--- src/misc_config_map.svh ---
// Register offsets, field positions and reset values for the misc configuration bank.
// Assumes inclusion by the design module and the bench; the guard allows both in one run.
`ifndef MISC_CONFIG_MAP_SVH
`define MISC_CONFIG_MAP_SVH

`define OFS_IRQ_ROUTING      8'hC0
`define OFS_FORCED_DSKCHG    8'hC1
`define OFS_FLOPPY_RATE_SHD  8'hC2
`define OFS_SER1_FCR_SHD     8'hC3
`define OFS_SER2_FCR_SHD     8'hC4
`define OFS_FORCED_WRPROT    8'hC5

`define RST_IRQ_ROUTING      8'h00
`define RST_FORCED_DSKCHG    2'h3
`define RST_FORCED_WRPROT    1'h0
`define RST_SHADOW           8'h00

`define BIT_PARALLEL_IRQ     0
`define BIT_SCI_ON_PIN       2
`define BIT_SCI_POLARITY     3
`define BIT_SCI_OPEN_DRAIN   4
`define BIT_PIN_SEL_LO       5
`define BIT_PIN_SEL_HI       6
`define BIT_SMI_ON_PIN       7

`endif

--- src/misc_config_pkg.sv ---
// Types shared by the misc configuration bank.
// Assumes nothing beyond the map header.
package misc_config_pkg;

   typedef enum logic [1:0]
   {
      PIN_POWER_EVENT = 2'h0,
      PIN_SCI         = 2'h1,
      PIN_IRQ9        = 2'h2,
      PIN_RESERVED    = 2'h3
   } shared_pin_sel_t;

   // Register bus request
   typedef struct packed
   {
      logic [7:0] addr;
      logic [7:0] wdata;
      logic       wr;
      logic       rd;
   } reg_req_t;

   // Floppy drive side signals, active high after the pins are inverted by the caller
   typedef struct packed
   {
      logic step;
      logic sel0;
      logic sel1;
      logic diskChanged;
      logic writeProtect;
      logic ppWriteProtect;
   } floppy_in_t;

   // One open-drain or push-pull pin
   typedef struct packed
   {
      logic out;
      logic oe;
   } pin_drive_t;

endpackage

--- src/superio_misc_config_regs.sv ---
// Chip-level misc configuration bank: interrupt routing, floppy overrides, write-only shadows.
// Assumes a same-clock register master and floppy pins already inverted to active high.
//
// Strobed register access was chosen for this implementation.
`timescale 1ns/1ps
`default_nettype none
`include "misc_config_map.svh"

// Functional notes
// - Bit 0 picks serialized (0) or parallel (1) interrupt delivery.
// - Parallel mode disables BIOS buffer; serial pin becomes IRQ15, clock pin IRQ14.
// - Scheme bit never changes control or management interrupt routing.
// - Bit 2: control interrupt in serial frame (0) or on its pin (1).
// - Bit 3: control interrupt active low (0) or active high (1).
// - Bit 4: control interrupt push-pull (0) or open drain (1).
// - Bits 6:5 pick shared pin: power event, control interrupt, IRQ9, reserved.
// - Bit 5 set overrides the control interrupt channel from its select register.
// - Shared pin driver follows chosen function's polarity and driver type.
// - Bit 7: management interrupt in frame slot IRQ2 (0) or on its pin (1).
// - Forced disk-change bits set by writing one, never cleared by host.
// - Step with drive select clears that drive's forced disk-change bit.
// - Disk-change status = sel0&force0 | sel1&force1 | disk-changed input.
// - Forced bit makes disk-changed appear active while its drive is selected.
// - Bit 0 drive 0, bit 1 drive 1; bits 7:2 read zero.
// - Rate shadow: reset 7, power down 6, reserved 5, write_compensation_select 4:2, rate 1:0.
// - Serial 1 shadow: trigger 7:6, reserved 5:4, DMA 3, clears 2:1, enable 0.
// - Serial 2 shadow uses the same layout for the second serial port.
// - Forced write-protect bit 0 makes write-protect active while drive selected.
// - Write-protect override applies to normal and parallel-port floppy inputs.
module superio_misc_config_regs
(
   // Clock and reset
   input  wire logic                       sys_clk,
   input  wire logic                       reset_n,
   // Register port
   input  wire misc_config_pkg::reg_req_t  regReq,
   output var  logic [7:0]                 regRdata,
   // Writes to the write-only originals elsewhere in the chip
   input  wire logic                       rateWr,
   input  wire logic                       ser1FcrWr,
   input  wire logic                       ser2FcrWr,
   input  wire logic [7:0]                 origWdata,
   // Interrupt sources, active high, and the control interrupt channel select
   input  wire logic                       sciEvent,
   input  wire logic                       smiEvent,
   input  wire logic                       powerEvent,
   input  wire logic                       irq9Event,
   input  wire logic                       irq14Event,
   input  wire logic                       irq15Event,
   input  wire logic [3:0]                 sciChannelCfg,
   // Floppy pins, already inverted to active high
   input  wire misc_config_pkg::floppy_in_t floppyPins,
   // Interrupt routing results
   output var  logic                       parallelIrqMode,
   output var  logic                       biosBufferEnable,
   output var  logic                       serialPinIsIrq15,
   output var  logic                       clockPinIsIrq14,
   output var  misc_config_pkg::pin_drive_t irq15Pin,
   output var  misc_config_pkg::pin_drive_t irq14Pin,
   output var  logic                       sciInFrame,
   output var  logic                       smiInFrameIrq2,
   output var  logic [3:0]                 sciChannel,
   output var  misc_config_pkg::pin_drive_t sciPin,
   output var  misc_config_pkg::pin_drive_t smiPin,
   output var  misc_config_pkg::pin_drive_t sharedPin,
   // Floppy results, active high
   output var  logic                       diskChangeStatus,
   output var  logic                       diskChangedSeen,
   output var  logic                       writeProtectSeen,
   output var  logic                       ppWriteProtectSeen
);

   // ------------------------------------------------------------
   // Pin synchronisers
   // ------------------------------------------------------------
   misc_config_pkg::floppy_in_t floppyMeta;
   misc_config_pkg::floppy_in_t floppy;

   always_ff @(posedge sys_clk or negedge reset_n)
   begin
      if (!reset_n)
      begin
         floppyMeta <= '0;
         floppy     <= '0;
      end
      else
      begin
         floppyMeta <= floppyPins;
         floppy     <= floppyMeta;
      end
   end

   // ------------------------------------------------------------
   // Registers
   // ------------------------------------------------------------
   logic [7:0] irqRouting;
   logic [1:0] forceChange;
   logic       forceWrProt;
   logic [7:0] rateShadow;
   logic [7:0] ser1Shadow;
   logic [7:0] ser2Shadow;
   logic [1:0] next_forceChange;
   logic [1:0] driveSel;
   logic [1:0] hostSet;

   wire wrRouting = regReq.wr && regReq.addr == `OFS_IRQ_ROUTING;
   wire wrForce   = regReq.wr && regReq.addr == `OFS_FORCED_DSKCHG;
   wire wrWrProt  = regReq.wr && regReq.addr == `OFS_FORCED_WRPROT;

   always_ff @(posedge sys_clk or negedge reset_n)
   begin
      if (!reset_n)
         irqRouting <= `RST_IRQ_ROUTING;
      else if (wrRouting)
         irqRouting <= regReq.wdata;
   end

   always_ff @(posedge sys_clk or negedge reset_n)
   begin
      if (!reset_n)
         forceWrProt <= `RST_FORCED_WRPROT;
      else if (wrWrProt)
         forceWrProt <= regReq.wdata[0];
   end

   assign driveSel = {floppy.sel1, floppy.sel0};
   assign hostSet  = wrForce ? regReq.wdata[1:0] : 2'h0;

   // Per-drive forced change: host set wins over a simultaneous step clear
   genvar d;
   generate
      for (d = 0; d < 2; d++)
      begin : g_force
         always_comb
         begin
            next_forceChange[d] = forceChange[d];
            if (floppy.step && driveSel[d])
               next_forceChange[d] = 1'b0;
            if (hostSet[d])
               next_forceChange[d] = 1'b1;
         end
      end
   endgenerate

   always_ff @(posedge sys_clk or negedge reset_n)
   begin
      if (!reset_n)
         forceChange <= `RST_FORCED_DSKCHG;
      else
         forceChange <= next_forceChange;
   end

   // Shadows of write-only originals
   always_ff @(posedge sys_clk or negedge reset_n)
   begin
      if (!reset_n)
      begin
         rateShadow <= `RST_SHADOW;
         ser1Shadow <= `RST_SHADOW;
         ser2Shadow <= `RST_SHADOW;
      end
      else
      begin
         if (rateWr)
            rateShadow <= origWdata;
         if (ser1FcrWr)
            ser1Shadow <= origWdata;
         if (ser2FcrWr)
            ser2Shadow <= origWdata;
      end
   end

   // ------------------------------------------------------------
   // Read port
   // ------------------------------------------------------------
   always_ff @(posedge sys_clk or negedge reset_n)
   begin
      if (!reset_n)
         regRdata <= 8'h00;
      else if (regReq.rd)
      begin
         unique case (regReq.addr)
            `OFS_IRQ_ROUTING:     regRdata <= irqRouting;
            `OFS_FORCED_DSKCHG:   regRdata <= {6'h00, forceChange};
            `OFS_FLOPPY_RATE_SHD: regRdata <= rateShadow;
            `OFS_SER1_FCR_SHD:    regRdata <= ser1Shadow;
            `OFS_SER2_FCR_SHD:    regRdata <= ser2Shadow;
            `OFS_FORCED_WRPROT:   regRdata <= {7'h00, forceWrProt};
            default:              regRdata <= 8'h00;
         endcase
      end
      else
         regRdata <= 8'h00;
   end

   // ------------------------------------------------------------
   // Interrupt routing
   // ------------------------------------------------------------
   misc_config_pkg::shared_pin_sel_t pinSel;
   logic sciLevel;
   logic sciOd;
   logic parMode;

   assign pinSel   = misc_config_pkg::shared_pin_sel_t'(irqRouting[`BIT_PIN_SEL_HI:`BIT_PIN_SEL_LO]);
   assign sciLevel = irqRouting[`BIT_SCI_POLARITY] ? sciEvent : !sciEvent;
   assign sciOd    = irqRouting[`BIT_SCI_OPEN_DRAIN];
   assign parMode  = irqRouting[`BIT_PARALLEL_IRQ];

   always_ff @(posedge sys_clk or negedge reset_n)
   begin
      if (!reset_n)
      begin
         parallelIrqMode  <= 1'b0;
         biosBufferEnable <= 1'b1;
         serialPinIsIrq15 <= 1'b0;
         clockPinIsIrq14  <= 1'b0;
         irq15Pin         <= '0;
         irq14Pin         <= '0;
      end
      else
      begin
         parallelIrqMode  <= parMode;
         biosBufferEnable <= !parMode;
         serialPinIsIrq15 <= parMode;
         clockPinIsIrq14  <= parMode;
         irq15Pin         <= '{out: irq15Event, oe: parMode};
         irq14Pin         <= '{out: irq14Event, oe: parMode};
      end
   end

   // Control and management interrupts ignore the scheme bit
   always_ff @(posedge sys_clk or negedge reset_n)
   begin
      if (!reset_n)
      begin
         sciInFrame     <= 1'b1;
         smiInFrameIrq2 <= 1'b1;
         sciChannel     <= 4'h0;
         sciPin         <= '0;
         smiPin         <= '0;
      end
      else
      begin
         sciInFrame     <= !irqRouting[`BIT_SCI_ON_PIN];
         smiInFrameIrq2 <= !irqRouting[`BIT_SMI_ON_PIN];
         sciChannel     <= irqRouting[`BIT_PIN_SEL_LO] ? 4'h0 : sciChannelCfg;
         sciPin.out     <= sciLevel && !sciOd;
         sciPin.oe      <= irqRouting[`BIT_SCI_ON_PIN] && (!sciOd || !sciLevel);
         smiPin.out     <= 1'b0;
         smiPin.oe      <= irqRouting[`BIT_SMI_ON_PIN] && smiEvent;
      end
   end

   // Shared pin function and driver
   always_ff @(posedge sys_clk or negedge reset_n)
   begin
      if (!reset_n)
         sharedPin <= '0;
      else
      begin
         unique case (pinSel)
            misc_config_pkg::PIN_POWER_EVENT: sharedPin <= '{out: 1'b0, oe: powerEvent};
            // Open drain never drives high, so out stays low
            misc_config_pkg::PIN_SCI:         sharedPin <= '{out: sciLevel && !sciOd,
                                                             oe: !sciOd || !sciLevel};
            misc_config_pkg::PIN_IRQ9:        sharedPin <= '{out: irq9Event, oe: 1'b1};
            misc_config_pkg::PIN_RESERVED:    sharedPin <= '0;
         endcase
      end
   end

   // ------------------------------------------------------------
   // Floppy overrides
   // ------------------------------------------------------------
   wire forcedSeen = (floppy.sel0 && forceChange[0]) || (floppy.sel1 && forceChange[1]);
   wire wpForce    = forceWrProt && (floppy.sel0 || floppy.sel1);

   always_ff @(posedge sys_clk or negedge reset_n)
   begin
      if (!reset_n)
      begin
         diskChangeStatus   <= 1'b0;
         diskChangedSeen    <= 1'b0;
         writeProtectSeen   <= 1'b0;
         ppWriteProtectSeen <= 1'b0;
      end
      else
      begin
         diskChangeStatus   <= forcedSeen || floppy.diskChanged;
         diskChangedSeen    <= forcedSeen || floppy.diskChanged;
         writeProtectSeen   <= wpForce || floppy.writeProtect;
         ppWriteProtectSeen <= wpForce || floppy.ppWriteProtect;
      end
   end
endmodule // superio_misc_config_regs
`default_nettype wire

--- config.mk ---
export PLATFORM = sky130hd
export DESIGN_NAME = superio_misc_config_regs
export DESIGN_NICKNAME = d
export VERILOG_FILES = /design/src/misc_config_pkg.sv /design/src/superio_misc_config_regs.sv
export VERILOG_INCLUDE_DIRS = /design/src
export SDC_FILE = /design/constraint.sdc
export NUM_CORES = 1
export LEC_CHECK = 0
export BUFFER_PORTS_ARGS = -buffer_cell sky130_fd_sc_hd__buf_4
export CAP_MARGIN = 40
export CORE_MARGIN = 4
export CORE_UTILIZATION = 55
export DETAILED_ROUTE_END_ITERATION = 7
export PLACE_DENSITY = 0.83
export SLEW_MARGIN = 20
export SYNTH_ARGS = -nofsm -noshare
export SYNTH_HDL_FRONTEND = slang
export SYNTH_SLANG_ARGS = --single-unit
--- constraint.sdc ---
create_clock -name sys_clk -period 1.7 [get_ports sys_clk]
set_input_delay 0.34 -clock sys_clk [delete_from_list [all_inputs] [get_ports sys_clk]]
set_output_delay 0.34 -clock sys_clk [all_outputs]
set_load 0.02 [all_outputs]
==> impl_metrics.ini <==
[clocking]
cts_tree = built
numClockSinks = 73
clk_path_buf_depth = 2
cts_setup_buffers = 0
path_clk_slew_ns = 0.06
clk_latency_ns = 0.33
cts_buffers = 9
cts-root-buf = clkbuf_8
hold_buffers = 1
cts_resized = 0
cts.htree.levels = 3

[worst_setup_path]
critPathArrivalTime_ns = 1.64
cp_slowest_cell = or4b_4
critical_path_required_ns = 1.92
crit_family = simple AND/OR/NAND/NOR gates
end_kind = flop
path_class = input port to flop
cp-start-kind = input port
cp_max_fo = 8
slowest_delay_ns = 0.54
path_buf_inv = 1
critical_path.cell_chain = buf_4 > or4b_4 > nor3_4 > nand2_4 > mux2_4

[detailed_routing]
wire_per_inst_um = 15.4
drc_errors = 0
vias_per_cell = 5.09
drtIter0Drc = 37
postRouteAntennaNets = 0
first_pass_iters = 4
vias = 1808
wl_um = 5470

[die]
die_area_um2 = 6440
rows = 26
start_util_pct = 56.6
die_h_um = 80.2
die_x_um = 80.2
io_pins = 79
core_um2 = 5070

[yosys]
synth_async_sr_flop_share_pct = 100
synth_top_area_share_pct = 59.3
ys_seq_area_share_pct = 63.9
synth_area_um2 = 2870
yosysTopAreaCell = dfrtp_1
ys_types = 35
synth-seq-cells = 73
syn_area_per_cell_um2 = 14.2
synth_nets = 249
synth_cells = 202
synth_area_leaders = dfrtp_1, mux2_2, dfstp_2
synth_enable_flop_cells = 0
synth_flop_cell = dfrtp_1
yosys_warnings = 0

[sta]
layout_worst_path_cycle_share_pct = 83.4
fin_tns_setup_ns = 0
skew_ns = 0.00402
finalMaxSlewViolations = 0
hold_viol_final = 0
hold_ws_ns = 0.107
fin_crit_ns = 1.42
rsz0062_at_grt = no
fmax_mhz = 705
setup_viol = 0
fin_ws_ns = 0.282

[cells_and_area]
n_antenna_cell = 0
final_core_util_pct = 72.0
areaGrowthSynthToFinish_pct = 27.3
final_cell_mix = buf_4, dfrtp_1, mux2_2
final_common_cell = buf_4
drive_gt1_share_pct = 48.1
layout.nets = 327
fin_cells = 355

[flow_run]
cap_violations = 0

[global_route]
first_global_vias = 1780
grt_max_degree = 42
antenna_found_initial = 0
grt_pass1_wl_um = 8630
grt_use_total_pct = 18.5
grt.overflow.total = 0

[power_and_ir_drop]
p_per_area_nw_per_um2 = 941
ir_drop_mv = 0.619
p_leak_nw = 1.76

[status]
status = finished, final reports clean

[placement]
place_ws_ns = -0.0652
dpl.cell_count = 338
io_buffer_count = 77
gp_congestion = 0.760
hpwl_um = 4170

[min_path]
hp-class = input port to flop
[flip-flops by register name (all words and copies together) (netlist names)]
name / cells
biosBufferEnable: 1
diskChangedSeen: 1
driveSel: 2
floppy: 4
floppyMeta: 6
forceChange: 2
forceWrProt: 1
irq14Pin: 2
irq15Pin: 1
irqRouting: 8
ppWriteProtectSeen: 1
rateShadow: 8
regRdata: 8
sciChannel: 4
sciInFrame: 1
sciPin: 2
ser1Shadow: 8
ser2Shadow: 8
sharedPin: 2
smiInFrameIrq2: 1
smiPin: 1
writeProtectSeen: 1
[worst register-to-register path: stages, from the launching register on]
cell and delay, ns:
dfrtp_1 0.44, mux2_2 0.29, a22oi_1 0.15, o21ai_0 0.09, nor2b_1 0.13
[area by class of cell]
type | instances | area, um2
inverters | 4 | 15.0
clock buffers | 16 | 160
flip-flops and latches | 73 | 1830
repair buffers | 80 | 616
multi-input cells | 112 | 943
well taps | 70 | 87.6
fillers | 368 | 1420
[cell families after synthesis]
logic type	Yosys count	share of synthesized area, %
DFF	73	63.9
muxes	44	18.5
and+or+nand+nor	44	9.20
AOI/OAI and AO/OA	22	4.75
buffers and inverters	17	3.27
xor gates and xnor gates	1	0.305
other	1	0.131
[metal layers]
metal / part of all wire (%) / GRT usage (%) / vias up
met5: 0 / 0 / -
met4: 3.4 / 11.8 / 0
met3: 5.2 / 4.71 / 17
met2: 49 / 28.1 / 58
met1: 42 / 23.4 / 882
li1: - / - / 851
[synth_stat cells, drive strengths merged (2+ instances only)]
cell     n
a21oi    8
a22o     2
a22oi    2
a31oi    2
and3     2
buf      7
clkbuf   6
dfrtp   68
dfstp    5
inv      4
mux2    38
mux2i    5
nand2    8
nand2b   4
nand3    5
nor2    10
nor2b    8
nor3     2
o21ai    5
[final timing paths]
check                                           from                   endpoint  slack, ns  depth (start not counted)
max                                       regReq[15]  irqRouting[0]$_DFFE_PN0P_       0.28                          5
min                                    floppyPins[4]    floppyMeta[4]$_DFF_PN0_       0.11                          1
max reg2reg                irqRouting[6]$_DFFE_PN0P_      regRdata[6]$_DFF_PN0_       0.48                          4
min reg2reg                  floppyMeta[2]$_DFF_PN0_        floppy[2]$_DFF_PN0_       0.35                          0
max in group asynchronous                    reset_n  ser1Shadow[0]$_DFFE_PN0P_       0.67                          3
min in group asynchronous                    reset_n    sciChannel[0]$_DFF_PN0_       0.49                          2
[stage by stage]
step / power [W] / cell area, um2
after floorplan: 0.00214 / 2870
after global routing: 0.00359 / 3650
final: 0.00344 / 3650
after global placement: 0.00233 / 3480
after detailed placement: 0.00235 / 3480
after CTS: 0.00348 / 3650
[where the power goes]
part	total, W	internal, W	leakage (nW)	switching (W)
combinational	0.000412	0.000225	0.791	0.000187
sequential	0.00191	0.00185	0.892	0.0000594
clock	0.00112	0.000574	0.0790	0.000546
total	0.00344	0.00265	1.76	0.000793
(Power assumes the default switching activity.)
